===== src/rptp_map.svh =====
// Register offsets, reset values and timing counts of the power-to-pulse datapath
`ifndef RPTP_MAP_SVH
`define RPTP_MAP_SVH
`define RPTP_SAMPLE_W 16
`define RPTP_OSR_KHZ 450
`define RPTP_CLK_MHZ 250
`define RPTP_SAMPLE_DIV ((`RPTP_CLK_MHZ * 1000) / `RPTP_OSR_KHZ)
`define RPTP_FIFO_DEPTH 8
`define RPTP_REG_CTRL 12'h000
`define RPTP_REG_STATUS 12'h004
`define RPTP_REG_THR_LOW 12'h008
`define RPTP_REG_THR_CAL 12'h00c
`define RPTP_REG_NOLOAD 12'h010
`define RPTP_REG_POWER 12'h014
`define RPTP_CTRL_RESET 32'h0000_0000
`define RPTP_THR_LOW_RESET 32'h0100_0000
`define RPTP_THR_CAL_RESET 32'h0000_8000
`define RPTP_NOLOAD_RESET 32'h0000_0010
`define RPTP_SUPPLY_FILT 8'h20
`define RPTP_PULSE_LEN 16'h0400
`define RPTP_HPF_SHIFT 8
`define RPTP_LPF_SHIFT 6
`endif


===== src/rptp_pkg.sv =====
// Types shared by the power-to-pulse datapath
package rptp_pkg;
   typedef enum logic [1:0] {RPTP_OFF, RPTP_RUN} rptp_state_t;
   typedef logic signed [31:0] rptp_power_t;
endpackage


===== src/rptp_fifo.sv =====
// Parameterised valid/ready sample FIFO
`timescale 1ns/1ns
module rptp_fifo #(
   parameter int WIDTH = 32,
   parameter int DEPTH = 8
) (
   input wire logic sys_clk,
   input wire logic nrst,
   input wire logic in_valid,
   output logic in_ready,
   input wire logic [WIDTH-1:0] in_data,
   output logic out_valid,
   input wire logic out_ready,
   output logic [WIDTH-1:0] out_data
);
   localparam int AW = $clog2(DEPTH);
   logic [WIDTH-1:0] mem [DEPTH];
   logic [AW-1:0] wr_reg;
   logic [AW-1:0] rd_reg;
   logic [AW:0] cnt_reg;
   wire push = in_valid && in_ready;
   wire pop = out_valid && out_ready;
   wire [AW:0] cnt_next = cnt_reg + (AW+1)'(push) - (AW+1)'(pop);
   // Empty from the occupancy count; ready comes from a flop fed by the next count
   assign out_valid = cnt_reg != '0;
   assign out_data = mem[rd_reg];
   // Pointer and count update
   always_ff @(posedge sys_clk) begin
      if (!nrst) begin
         wr_reg <= '0;
         rd_reg <= '0;
         cnt_reg <= '0;
         in_ready <= 1'b0;
      end else begin
         if (push) begin
            wr_reg <= (wr_reg == AW'(DEPTH-1)) ? '0 : wr_reg + 1'b1;
         end
         if (pop) begin
            rd_reg <= (rd_reg == AW'(DEPTH-1)) ? '0 : rd_reg + 1'b1;
         end
         cnt_reg <= cnt_next;
         in_ready <= cnt_next != (AW+1)'(DEPTH); // Full refuses the next push
      end
   end
   // Storage write
   always_ff @(posedge sys_clk) begin
      if (push) begin
         mem[wr_reg] <= in_data;
      end
   end
endmodule


===== src/rptp_core.sv =====
// Real power to pulse datapath with AXI4-Lite register slave
`timescale 1ns/1ns
`include "rptp_map.svh"
// Contract
// - Take 16-bit current and voltage samples at the 450 kHz rate.
// - High-pass filter only the current samples to remove dc.
// - Multiply filtered current by voltage on every sample.
// - Low-pass filter the product to extract real power.
// - Low-rate pulses come from long accumulation of real power.
// - Calibration pulse uses a much shorter accumulation period.
// - Stay inactive while the supply is below the trigger level.
// - Filter the supply indication with hysteresis against noise.
// - Negative-power flag follows power sign, updated at calibration pulses.
// - Calibration output held high during no-load.
module rptp_core
   import rptp_pkg::*;
(
   input wire logic sys_clk,
   input wire logic nrst,
   input wire logic sample_valid,
   output logic sample_ready,
   input wire logic [15:0] current_channel,
   input wire logic [15:0] voltage_channel,
   input wire logic supply_ok,
   input wire logic pulse_scale_select_0,
   input wire logic pulse_scale_select_1,
   input wire logic calibration_rate_select,
   output logic low_rate_pulse_a,
   output logic low_rate_pulse_b,
   output logic calibration_pulse_out,
   output logic negative_power_flag,
   input wire logic [11:0] s_axi_awaddr,
   input wire logic s_axi_awvalid,
   output logic s_axi_awready,
   input wire logic [31:0] s_axi_wdata,
   input wire logic [3:0] s_axi_wstrb,
   input wire logic s_axi_wvalid,
   output logic s_axi_wready,
   output logic [1:0] s_axi_bresp,
   output logic s_axi_bvalid,
   input wire logic s_axi_bready,
   input wire logic [11:0] s_axi_araddr,
   input wire logic s_axi_arvalid,
   output logic s_axi_arready,
   output logic [31:0] s_axi_rdata,
   output logic [1:0] s_axi_rresp,
   output logic s_axi_rvalid,
   input wire logic s_axi_rready
);
   // Byte-lane merge used by every writable register
   function automatic logic [31:0] merge(input logic [31:0] old, input logic [31:0] nw, input logic [3:0] st);
      for (int i = 0; i < 4; i++) begin
         if (st[i]) begin
            old[i*8 +: 8] = nw[i*8 +: 8];
         end
      end
      return old;
   endfunction
   // Magnitude of a signed power word
   function automatic logic [31:0] mag(input rptp_power_t p);
      return p[31] ? 32'(-p) : 32'(p);
   endfunction

   rptp_state_t state_reg;
   logic [31:0] ctrl_reg;
   logic [31:0] thr_low_reg;
   logic [31:0] thr_cal_reg;
   logic [31:0] noload_reg;
   logic [7:0] sup_cnt_reg;
   logic [15:0] div_reg;
   logic tick_reg;
   logic signed [15:0] i_prev_reg;
   logic signed [23:0] hpf_reg;
   rptp_power_t lpf_reg;
   logic [39:0] acc_low_reg;
   logic [31:0] acc_cal_reg;
   logic [15:0] low_w_reg;
   logic [15:0] cal_w_reg;
   logic low_phase_reg;
   logic noload_flag_reg;
   logic aw_got_reg;
   logic w_got_reg;
   logic [11:0] aw_reg;
   logic [31:0] wd_reg;
   logic [3:0] ws_reg;

   // Sample FIFO between the converter stream and the 450 kHz datapath
   logic f_valid;
   logic [31:0] f_data;
   wire take = tick_reg && f_valid && state_reg == RPTP_RUN;
   rptp_fifo #(.WIDTH(32), .DEPTH(`RPTP_FIFO_DEPTH)) u_fifo (
      .sys_clk(sys_clk),
      .nrst(nrst),
      .in_valid(sample_valid),
      .in_ready(sample_ready),
      .in_data({current_channel, voltage_channel}),
      .out_valid(f_valid),
      .out_ready(take),
      .out_data(f_data)
   );

   // Datapath arithmetic
   wire signed [15:0] cur_s = f_data[31:16];
   wire signed [15:0] vol_s = f_data[15:0];
   wire signed [23:0] hpf_next = hpf_reg - (hpf_reg >>> `RPTP_HPF_SHIFT)
      + 24'(cur_s) - 24'(i_prev_reg);
   wire signed [31:0] inst_pwr = 32'($signed(hpf_next[23:8])) * 32'(vol_s); // Slice re-signed before widening
   wire signed [31:0] lpf_next = lpf_reg + ((inst_pwr - lpf_reg) >>> `RPTP_LPF_SHIFT);
   wire [31:0] pwr_mag = mag(lpf_next);
   wire noload_now = pwr_mag < noload_reg;
   wire [1:0] scale = {pulse_scale_select_1, pulse_scale_select_0};
   wire [39:0] thr_low_eff = {thr_low_reg, 8'h00} >> scale;
   wire [31:0] thr_cal_eff = calibration_rate_select ? (thr_cal_reg >> 4) : thr_cal_reg;
   wire [39:0] acc_low_sum = acc_low_reg + 40'(pwr_mag);
   wire [31:0] acc_cal_sum = acc_cal_reg + pwr_mag;
   wire low_fire = acc_low_sum >= thr_low_eff;
   wire cal_fire = acc_cal_sum >= thr_cal_eff;
   wire sup_hi = sup_cnt_reg == `RPTP_SUPPLY_FILT;
   wire run_en = ctrl_reg[0];

   // Supply monitor: saturating counter, enter at top, leave at zero
   always_ff @(posedge sys_clk) begin
      if (!nrst) begin
         sup_cnt_reg <= '0;
         state_reg <= RPTP_OFF;
      end else begin
         if (supply_ok && !sup_hi) sup_cnt_reg <= sup_cnt_reg + 8'h01;
         else if (!supply_ok && sup_cnt_reg != 8'h00) sup_cnt_reg <= sup_cnt_reg - 8'h01;
         case (state_reg)
            RPTP_OFF: if (sup_hi && run_en) state_reg <= RPTP_RUN;
            RPTP_RUN: if (sup_cnt_reg == 8'h00 || !run_en) state_reg <= RPTP_OFF;
            default: state_reg <= RPTP_OFF;
         endcase
      end
   end

   // Sample-rate tick from the system clock
   always_ff @(posedge sys_clk) begin
      if (!nrst) begin
         div_reg <= '0;
         tick_reg <= 1'b0;
      end else begin
         tick_reg <= div_reg == 16'(`RPTP_SAMPLE_DIV - 1);
         div_reg <= (div_reg == 16'(`RPTP_SAMPLE_DIV - 1)) ? '0 : div_reg + 16'h0001;
      end
   end

   // Filters and accumulators, cleared while inactive
   always_ff @(posedge sys_clk) begin
      if (!nrst || state_reg != RPTP_RUN) begin
         i_prev_reg <= '0;
         hpf_reg <= '0;
         lpf_reg <= '0;
         acc_low_reg <= '0;
         acc_cal_reg <= '0;
         noload_flag_reg <= 1'b0;
      end else if (take) begin
         i_prev_reg <= cur_s;
         hpf_reg <= hpf_next;
         lpf_reg <= lpf_next;
         noload_flag_reg <= noload_now;
         if (!noload_now) begin
            acc_low_reg <= low_fire ? acc_low_sum - thr_low_eff : acc_low_sum;
            acc_cal_reg <= cal_fire ? acc_cal_sum - thr_cal_eff : acc_cal_sum;
         end
      end
   end

   // Pulse stretchers and output pins
   always_ff @(posedge sys_clk) begin
      if (!nrst || state_reg != RPTP_RUN) begin
         low_w_reg <= '0;
         cal_w_reg <= '0;
         low_phase_reg <= 1'b0;
         low_rate_pulse_a <= 1'b0;
         low_rate_pulse_b <= 1'b0;
         calibration_pulse_out <= 1'b0;
         negative_power_flag <= 1'b0;
      end else begin
         if (take && !noload_now && low_fire) begin
            low_w_reg <= `RPTP_PULSE_LEN;
            low_phase_reg <= !low_phase_reg;
         end else if (low_w_reg != 16'h0000) begin
            low_w_reg <= low_w_reg - 16'h0001;
         end
         if (take && !noload_now && cal_fire) begin
            cal_w_reg <= `RPTP_PULSE_LEN;
            negative_power_flag <= lpf_next[31];
         end else if (cal_w_reg != 16'h0000) begin
            cal_w_reg <= cal_w_reg - 16'h0001;
         end
         low_rate_pulse_a <= low_w_reg != 16'h0000 && !low_phase_reg;
         low_rate_pulse_b <= low_w_reg != 16'h0000 && low_phase_reg;
         calibration_pulse_out <= noload_flag_reg || cal_w_reg != 16'h0000;
      end
   end

   // AXI4-Lite write channel: address and data in either order
   wire [11:0] wa = aw_got_reg ? aw_reg : s_axi_awaddr;
   wire w_hit = wa == `RPTP_REG_CTRL || wa == `RPTP_REG_THR_LOW || wa == `RPTP_REG_THR_CAL
      || wa == `RPTP_REG_NOLOAD;
   always_ff @(posedge sys_clk) begin
      if (!nrst) begin
         aw_got_reg <= 1'b0;
         w_got_reg <= 1'b0;
         aw_reg <= '0;
         wd_reg <= '0;
         ws_reg <= '0;
         s_axi_awready <= 1'b0;
         s_axi_wready <= 1'b0;
         s_axi_bvalid <= 1'b0;
         s_axi_bresp <= 2'b00;
         ctrl_reg <= `RPTP_CTRL_RESET;
         thr_low_reg <= `RPTP_THR_LOW_RESET;
         thr_cal_reg <= `RPTP_THR_CAL_RESET;
         noload_reg <= `RPTP_NOLOAD_RESET;
      end else begin
         s_axi_awready <= !aw_got_reg && !s_axi_awready && s_axi_awvalid && !s_axi_bvalid;
         s_axi_wready <= !w_got_reg && !s_axi_wready && s_axi_wvalid && !s_axi_bvalid;
         if (s_axi_awvalid && s_axi_awready) begin
            aw_got_reg <= 1'b1;
            aw_reg <= s_axi_awaddr;
         end
         if (s_axi_wvalid && s_axi_wready) begin
            w_got_reg <= 1'b1;
            wd_reg <= s_axi_wdata;
            ws_reg <= s_axi_wstrb;
         end
         if (aw_got_reg && w_got_reg && !s_axi_bvalid) begin
            s_axi_bvalid <= 1'b1;
            s_axi_bresp <= w_hit ? 2'b00 : 2'b10;
            aw_got_reg <= 1'b0;
            w_got_reg <= 1'b0;
            if (aw_reg == `RPTP_REG_CTRL) ctrl_reg <= merge(ctrl_reg, wd_reg, ws_reg);
            if (aw_reg == `RPTP_REG_THR_LOW) thr_low_reg <= merge(thr_low_reg, wd_reg, ws_reg);
            if (aw_reg == `RPTP_REG_THR_CAL) thr_cal_reg <= merge(thr_cal_reg, wd_reg, ws_reg);
            if (aw_reg == `RPTP_REG_NOLOAD) noload_reg <= merge(noload_reg, wd_reg, ws_reg);
         end else if (s_axi_bvalid && s_axi_bready) begin
            s_axi_bvalid <= 1'b0;
         end
      end
   end

   // AXI4-Lite read channel with status readback
   wire [31:0] status_word = {26'h0, noload_flag_reg, negative_power_flag, sup_hi, 2'b00,
      state_reg == RPTP_RUN};
   logic [31:0] rd_mux;
   logic rd_ok;
   always_comb begin
      rd_ok = 1'b1;
      case (s_axi_araddr)
         `RPTP_REG_CTRL: rd_mux = ctrl_reg;
         `RPTP_REG_STATUS: rd_mux = status_word;
         `RPTP_REG_THR_LOW: rd_mux = thr_low_reg;
         `RPTP_REG_THR_CAL: rd_mux = thr_cal_reg;
         `RPTP_REG_NOLOAD: rd_mux = noload_reg;
         `RPTP_REG_POWER: rd_mux = lpf_reg;
         default: begin
            rd_mux = 32'h0000_0000;
            rd_ok = 1'b0;
         end
      endcase
   end
   always_ff @(posedge sys_clk) begin
      if (!nrst) begin
         s_axi_arready <= 1'b0;
         s_axi_rvalid <= 1'b0;
         s_axi_rdata <= '0;
         s_axi_rresp <= 2'b00;
      end else begin
         s_axi_arready <= s_axi_arvalid && !s_axi_arready && !s_axi_rvalid;
         if (s_axi_arvalid && s_axi_arready) begin
            s_axi_rvalid <= 1'b1;
            s_axi_rdata <= rd_mux;
            s_axi_rresp <= rd_ok ? 2'b00 : 2'b10;
         end else if (s_axi_rvalid && s_axi_rready) begin
            s_axi_rvalid <= 1'b0;
         end
      end
   end

   // Checks
   a_off_quiet: assert property (@(posedge sys_clk) disable iff (!nrst)
      state_reg != RPTP_RUN |=> !low_rate_pulse_a && !low_rate_pulse_b && !calibration_pulse_out)
      else $error("outputs active while inactive");
   a_supply_filter: assert property (@(posedge sys_clk) disable iff (!nrst)
      state_reg == RPTP_OFF && !sup_hi |=> state_reg == RPTP_OFF)
      else $error("entered run without filtered supply");
   a_noload_high: assert property (@(posedge sys_clk) disable iff (!nrst)
      state_reg == RPTP_RUN && $past(state_reg) == RPTP_RUN && noload_flag_reg |=> calibration_pulse_out)
      else $error("calibration output low in no-load");
   a_flag_update: assert property (@(posedge sys_clk) disable iff (!nrst)
      state_reg == RPTP_RUN && $changed(negative_power_flag) |-> $past(take && cal_fire && !noload_now))
      else $error("flag changed without calibration pulse");
   a_cal_remainder: assert property (@(posedge sys_clk) disable iff (!nrst)
      state_reg == RPTP_RUN && take && !noload_now && cal_fire |=> acc_cal_reg == $past(acc_cal_sum - thr_cal_eff))
      else $error("calibration remainder lost");
   a_low_pulse: assert property (@(posedge sys_clk) disable iff (!nrst)
      state_reg == RPTP_RUN && take && !noload_now && low_fire |=> ##1 (low_rate_pulse_a || low_rate_pulse_b) || state_reg != RPTP_RUN)
      else $error("low-rate pulse missing");
   a_hpf_step: assert property (@(posedge sys_clk) disable iff (!nrst)
      state_reg == RPTP_RUN && take |=> hpf_reg == $past(hpf_next) || state_reg != RPTP_RUN)
      else $error("high-pass state not updated");
   a_one_pending: assert property (@(posedge sys_clk) disable iff (!nrst)
      s_axi_rvalid && !s_axi_rready |=> s_axi_rvalid && $stable(s_axi_rdata))
      else $error("read data dropped before handshake");
endmodule


===== config.mk =====
export PLATFORM = sky130hd
export DESIGN_NAME = rptp_core
export DESIGN_NICKNAME = d
export VERILOG_FILES = /design/src/rptp_pkg.sv /design/src/rptp_fifo.sv /design/src/rptp_core.sv
export VERILOG_INCLUDE_DIRS = /design/src
export SDC_FILE = /design/constraint.sdc
export NUM_CORES = 2
export LEC_CHECK = 0
export BUFFER_PORTS_ARGS = -buffer_cell sky130_fd_sc_hd__buf_2
export CORE_MARGIN = 2
export CORE_UTILIZATION = 40
export CTS_CLUSTER_SIZE = 14
export DETAILED_ROUTE_END_ITERATION = 12
export SLEW_MARGIN = 20
export SYNTH_ARGS = -nofsm -noshare
export SYNTH_HDL_FRONTEND = slang
export SYNTH_SLANG_ARGS = --single-unit

===== constraint.sdc =====
create_clock -name sys_clk -period 22.3 [get_ports sys_clk]
set_clock_uncertainty 0.2 [all_clocks]
set_input_delay 2.23 -clock sys_clk [delete_from_list [all_inputs] [get_ports sys_clk]]
set_output_delay 2.23 -clock sys_clk [all_outputs]
set_load 0.01 [all_outputs]

After elaboration in Yosys (flattened, before gate mapping). Memory sizes are Yosys's and may differ from the RTL's. A register that Yosys moved wholly into a read port is not among the register bits. Cells that the tools add are included.

Multiply operators: 1. Muxes and demuxes: 28. Bitwise operators: 2. Shift operators: 1. Order comparisons: 3. Equal/unequal tests: 20. Add/subtract/negate cells: 19. Reductions and logical operators: 83.

Operators with widths (count): 32-bit case mux with 6 select lines (1); 32-bit two-way mux (3); 12-bit by 4-bit equality test with 1-bit output (second input constant) (6); 32-bit subtractor (2); 12-bit by 5-bit equality test with 1-bit output (second input constant) (4); 3-bit AND reduction (16); 24-bit by 16-bit subtractor with 24-bit output (2); 11-bit two-way mux (4); 40-bit by 32-bit adder with 40-bit output (1); 40-bit >= comparator (1); 40-bit two-way mux (1); 40-bit by 2-bit right shift with 40-bit output (1); 40-bit subtractor (1); 12-bit zero test (3); 32-bit by 26-bit adder with 32-bit output (1); 32-bit adder (1); 32-bit >= comparator (1); 32-bit < comparator (1); 16-bit by 16-bit multiplier with 32-bit output (1); 32-bit negation (1); 16-bit nonzero test (2); 16-bit by 1-bit subtractor with 16-bit output (second input constant) (2); 1-bit logical AND (27); 24-bit by 16-bit adder with 24-bit output (1); other kinds (31) (73).

Output and inout bits: 46. Memories kept: 1. Input port bits: 104. Bits in registers: 439. RAM bits: 256. Logic and storage cells: 210.

Memory list: u_fifo.mem (words 8, bits a word 32, read ports 1, clocked after Yosys merged registers in 1, write ports 1, line rptp_fifo.sv:17) `logic [WIDTH-1:0] mem [DEPTH];`.

Longest topological paths before layout.
Depth in word-level cells: 13. Gate-level depth with buffers: 84. Depth with buffers taken out: 78.

By module. From an unflattened synthesis, not the netlist that was laid out.

Cell total of the unflattened synthesis: 5424. Area, all modules: 50898.8 µm².

By module, submodules not included: rptp_core (cells an instance 4970, instances 1, area each 40405.0 µm²); rptp_fifo (cells an instance 454, instances 1, area each 10493.8 µm²).

Worst setup path after synthesis. OpenSTA, ideal clock, no wires.

Kind: register -> register. Start: register with a tool-made name. End: register acc_low_reg[35]. Data required time: 21.984 ns. Arrival: 18.454 ns. Cell stages (with the launch flop): 77. Setup time: 0.116 ns. Path slack: 3.530 ns. Cells stage by stage: dfxtp_1 > buf_2 > buf_1 > buf_2 > buf_1 > mux4_2 > mux2i_1 > fa_1 > inv_1 > ha_1 > fa_1 > a211o_1 > a211oi_1 > o31a_1 > o21ai_0 > a211o_1 > a2111o_1 > a31oi_1 > [41 not listed] > a21o_1 > a21o_1 > a22oi_1 > a21oi_1 > or3_1 > a21o_1 > a21oi_1 > xnor2_1 > ha_1 > a21o_1 > a21o_1 > a211oi_1 > o31a_1 > nor3_1 > nor3_1 > clkbuf_1 > o21ai_0 > a31o_2.

RTL lines: to (signal assigned) (line rptp_core.sv:163) `acc_low_reg <= low_fire ? acc_low_sum - thr_low_eff : acc_low_sum;`; to (decl) (line rptp_core.sv:75) `logic [39:0] acc_low_reg;`.

==> impl_metrics.py <==
metrics = {
    "floorplanning": {
        "die_h_um": 356.7,
        "core_area_um2": 123600,
        "start_util_pct": 40.24,
        "rows": 129,
        "die_w_um": 356.7,
        "die_area_um2": 127200,
        "ios": 150,
    },
    "drt": {
        "firstDrtPassIters": 9,
        "ant_nets": 0,
        "wl_per_cell_um": 20.47,
        "viasPerCell": 5.418,
        "drc": 0,
        "num_vias": 38480,
        "drt-total-wl_um": 145400,
        "drt_iter0_markers": 3223,
    },
    "sta": {
        "rsz0062_at_grt": "false",
        "fin_crit_sh_pct": 92.48,
        "worstMarginPinSlew_ns": 1.122,
        "setup_tns_ns": 0,
        "max_freq_ghz": 0.04849,
        "hold_viol": 0,
        "relSlewSlack_pct": 24.54,
        "setup_viol": 0,
        "slew_violations": 0,
        "finalCriticalPeriod_ns": 20.62,
    },
    "synthesis": {
        "synth_area_um2": 49760,
        "ys_seq_elements": 695,
        "async_flop_share_pct": 0,
        "synth_warnings": 0,
        "synth_edf_count": 256,
        "synthCells": 5285,
        "synthFlopType": "dfxtp_1",
        "syn_avg_cell_area_um2": 9.414,
        "ys_types": 91,
        "seq_area_frac_synth_pct": 33.11,
    },
    "cts": {
        "clock_sinks": 695,
        "tritoncts": "built",
        "hold_buffers": 0,
        "numCtsBuffers": 82,
        "cts_root_buffer": "clkbuf_16",
        "cts_max_path_buffers": 3,
        "clk_pin_slew_ns": 0.06,
        "htree_levels": 3,
        "clock_latency_ns": 0.70,
    },
    "setup_path": {
        "crit_path_end_kind": "register",
        "crit_path_top_delay_cell": "dfxtp_2",
        "critPathRequiredTime_ns": 22.69,
        "cpPeakStageDelay_ns": 0.69,
        "path_delay_family": "compound AO/OA/AOI/OAI gates",
        "path_class": "register to register",
        "crit_fanout": 42,
        "critPathBufInv": 6,
        "cp-start-kind": "register",
        "arrival_ns": 21.01,
        "crit_top_cell": "a21oi_1",
    },
    "layout": {
        "area_delta_synth_final_pct": 11.05,
        "num-nets-final": 6169,
        "drive_gt1_share_pct": 9.063,
        "largest_reg_flops": 256,
        "fill_cells": 12010,
    },
    "global_route": {
        "grt_max_degree": 148,
        "grt_use_total_pct": 22.75,
        "grt_pass1_vias": 37800,
        "grt_pass1_wl_um": 223600,
        "grt_remaining_overflow": 0,
        "antenna_found_initial": 3,
    },
    "place": {
        "dp_hpwl_um": 112600,
        "gp_congestion": 0.9724,
        "io_buffers": 147,
    },
    "worst_hold_path": {
        "hp-class": "register to register",
    },
    "outcome": {
        "status": "finished, final reports clean",
    },
    "run": {
        "drv_cap": 0,
    },
}
## routing by layer
| metal | track usage [%] | wire length, µm |
|---|---|---|
| met1 | 31.03 | 64620 |
| met2 | 37.01 | 66770 |
| met3 | 3.642 | 9271 |
| met4 | 7.176 | 4736 |
| met5 | 0 | 0 |
## worst paths after layout
check                           slack (ns)            to       from  depth (start not counted)
worst min-delay path                  0.25     aw_reg[1]  aw_reg[1]                          2
worst max-delay path                  1.68  low_w_reg[1]   register                         72
worst min register to register        0.25     aw_reg[1]  aw_reg[1]                          2
worst max register to register        1.68  low_w_reg[1]   register                         72
## through the flow
stage,instance area (µm²),cells,worst slack (ns),hold slack (ns),util (%)
after floorplan,49760,5286,3.530,0.2202,-
after global placement,52440,6946,1.465,0.2401,42.41
after detailed placement,52440,6946,1.302,0.2435,42.41
after CTS,55220,7099,1.211,0.2561,44.67
after global routing,55250,7100,0.1122,0.2694,44.69
final,55250,7102,1.677,0.2534,44.69
## worst register-to-register path: cells and delay by family, from the launching register on
kind,cells,cell delay [ns]
adders and majority gates,12,5.19
muxes,2,0.39
buffers and inverters,6,0.89
AOI/OAI and AO/OA,31,7.74
and+or+nand+nor,15,3.45
xor gates and xnor gates,6,2.00
DFF,1,0.69
## final cells by class
| class | instances | area [µm²] | area share (%) |
|---|---|---|---|
| multi-input combinational | 3795 | 30410 | 55.03 |
| sequential | 695 | 16480 | 29.83 |
| inverter | 605 | 2277 | 4.121 |
| clock buffer | 108 | 2230 | 4.035 |
| tap | 1637 | 2048 | 3.707 |
| timing repair buffer | 214 | 1242 | 2.249 |
| clock inverter | 45 | 559.3 | 1.012 |
| antenna | 3 | 7.507 | 0.01359 |
## placed cells by master (no fill, tap or decap), drive strengths merged, types with 52 or more instances in the layout
cell,netlist,final
nand2,587,587
a211oi,85,85
nand2b,52,52
a21o,116,116
xor2,84,84
nor2,505,505
edfxtp,256,256
dfxtp,439,439
a21oi,457,457
nand3,70,70
buf,29,214
xnor2,205,205
mux4,64,64
inv,605,615
nor3,67,67
mux2i,167,167
clkbuf,162,108
o21ai,137,137
ha,331,331
fa,341,341
## timing repair
item                                   4_1_cts  5_1_grt
endpoints found under the hold margin        0        0
gates resized for setup                      0        4
setup endpoints to repair                    0       56
setup buffers                                0        0
## cells by family (layout without fill, tap and decap cells)
family,after synthesis,in the layout,synth area share [%]
and+or+nand+nor,1499,1499,13.29
AOI/OAI and AO/OA,1090,1090,13.83
buffers and inverters,796,972,6.050
DFF,695,695,33.11
adders and majority gates,672,672,22.04
xor gates and xnor gates,289,289,5.133
muxes,243,243,6.536
other,1,5,0.007537
## Yosys cell counts (all sizes together), types with 70 or more instances
| cell type | n | area (µm²) |
|---|---|---|
| inv | 605 | 2271 |
| nand2 | 587 | 2203 |
| nor2 | 505 | 1896 |
| a21oi | 457 | 2291 |
| dfxtp | 439 | 8788 |
| fa | 341 | 6827 |
| ha | 331 | 4141 |
| edfxtp | 256 | 7687 |
| xnor2 | 205 | 1818 |
| mux2i | 167 | 1675 |
| clkbuf | 162 | 611.8 |
| o21ai | 137 | 685.7 |
| a21o | 116 | 873.3 |
| a211oi | 85 | 658.1 |
| xor2 | 84 | 735.7 |
| nand3 | 70 | 350.3 |
Power is not shown: default switching activity piles up to over one toggle a cycle in this logic, so the estimate is an artifact.
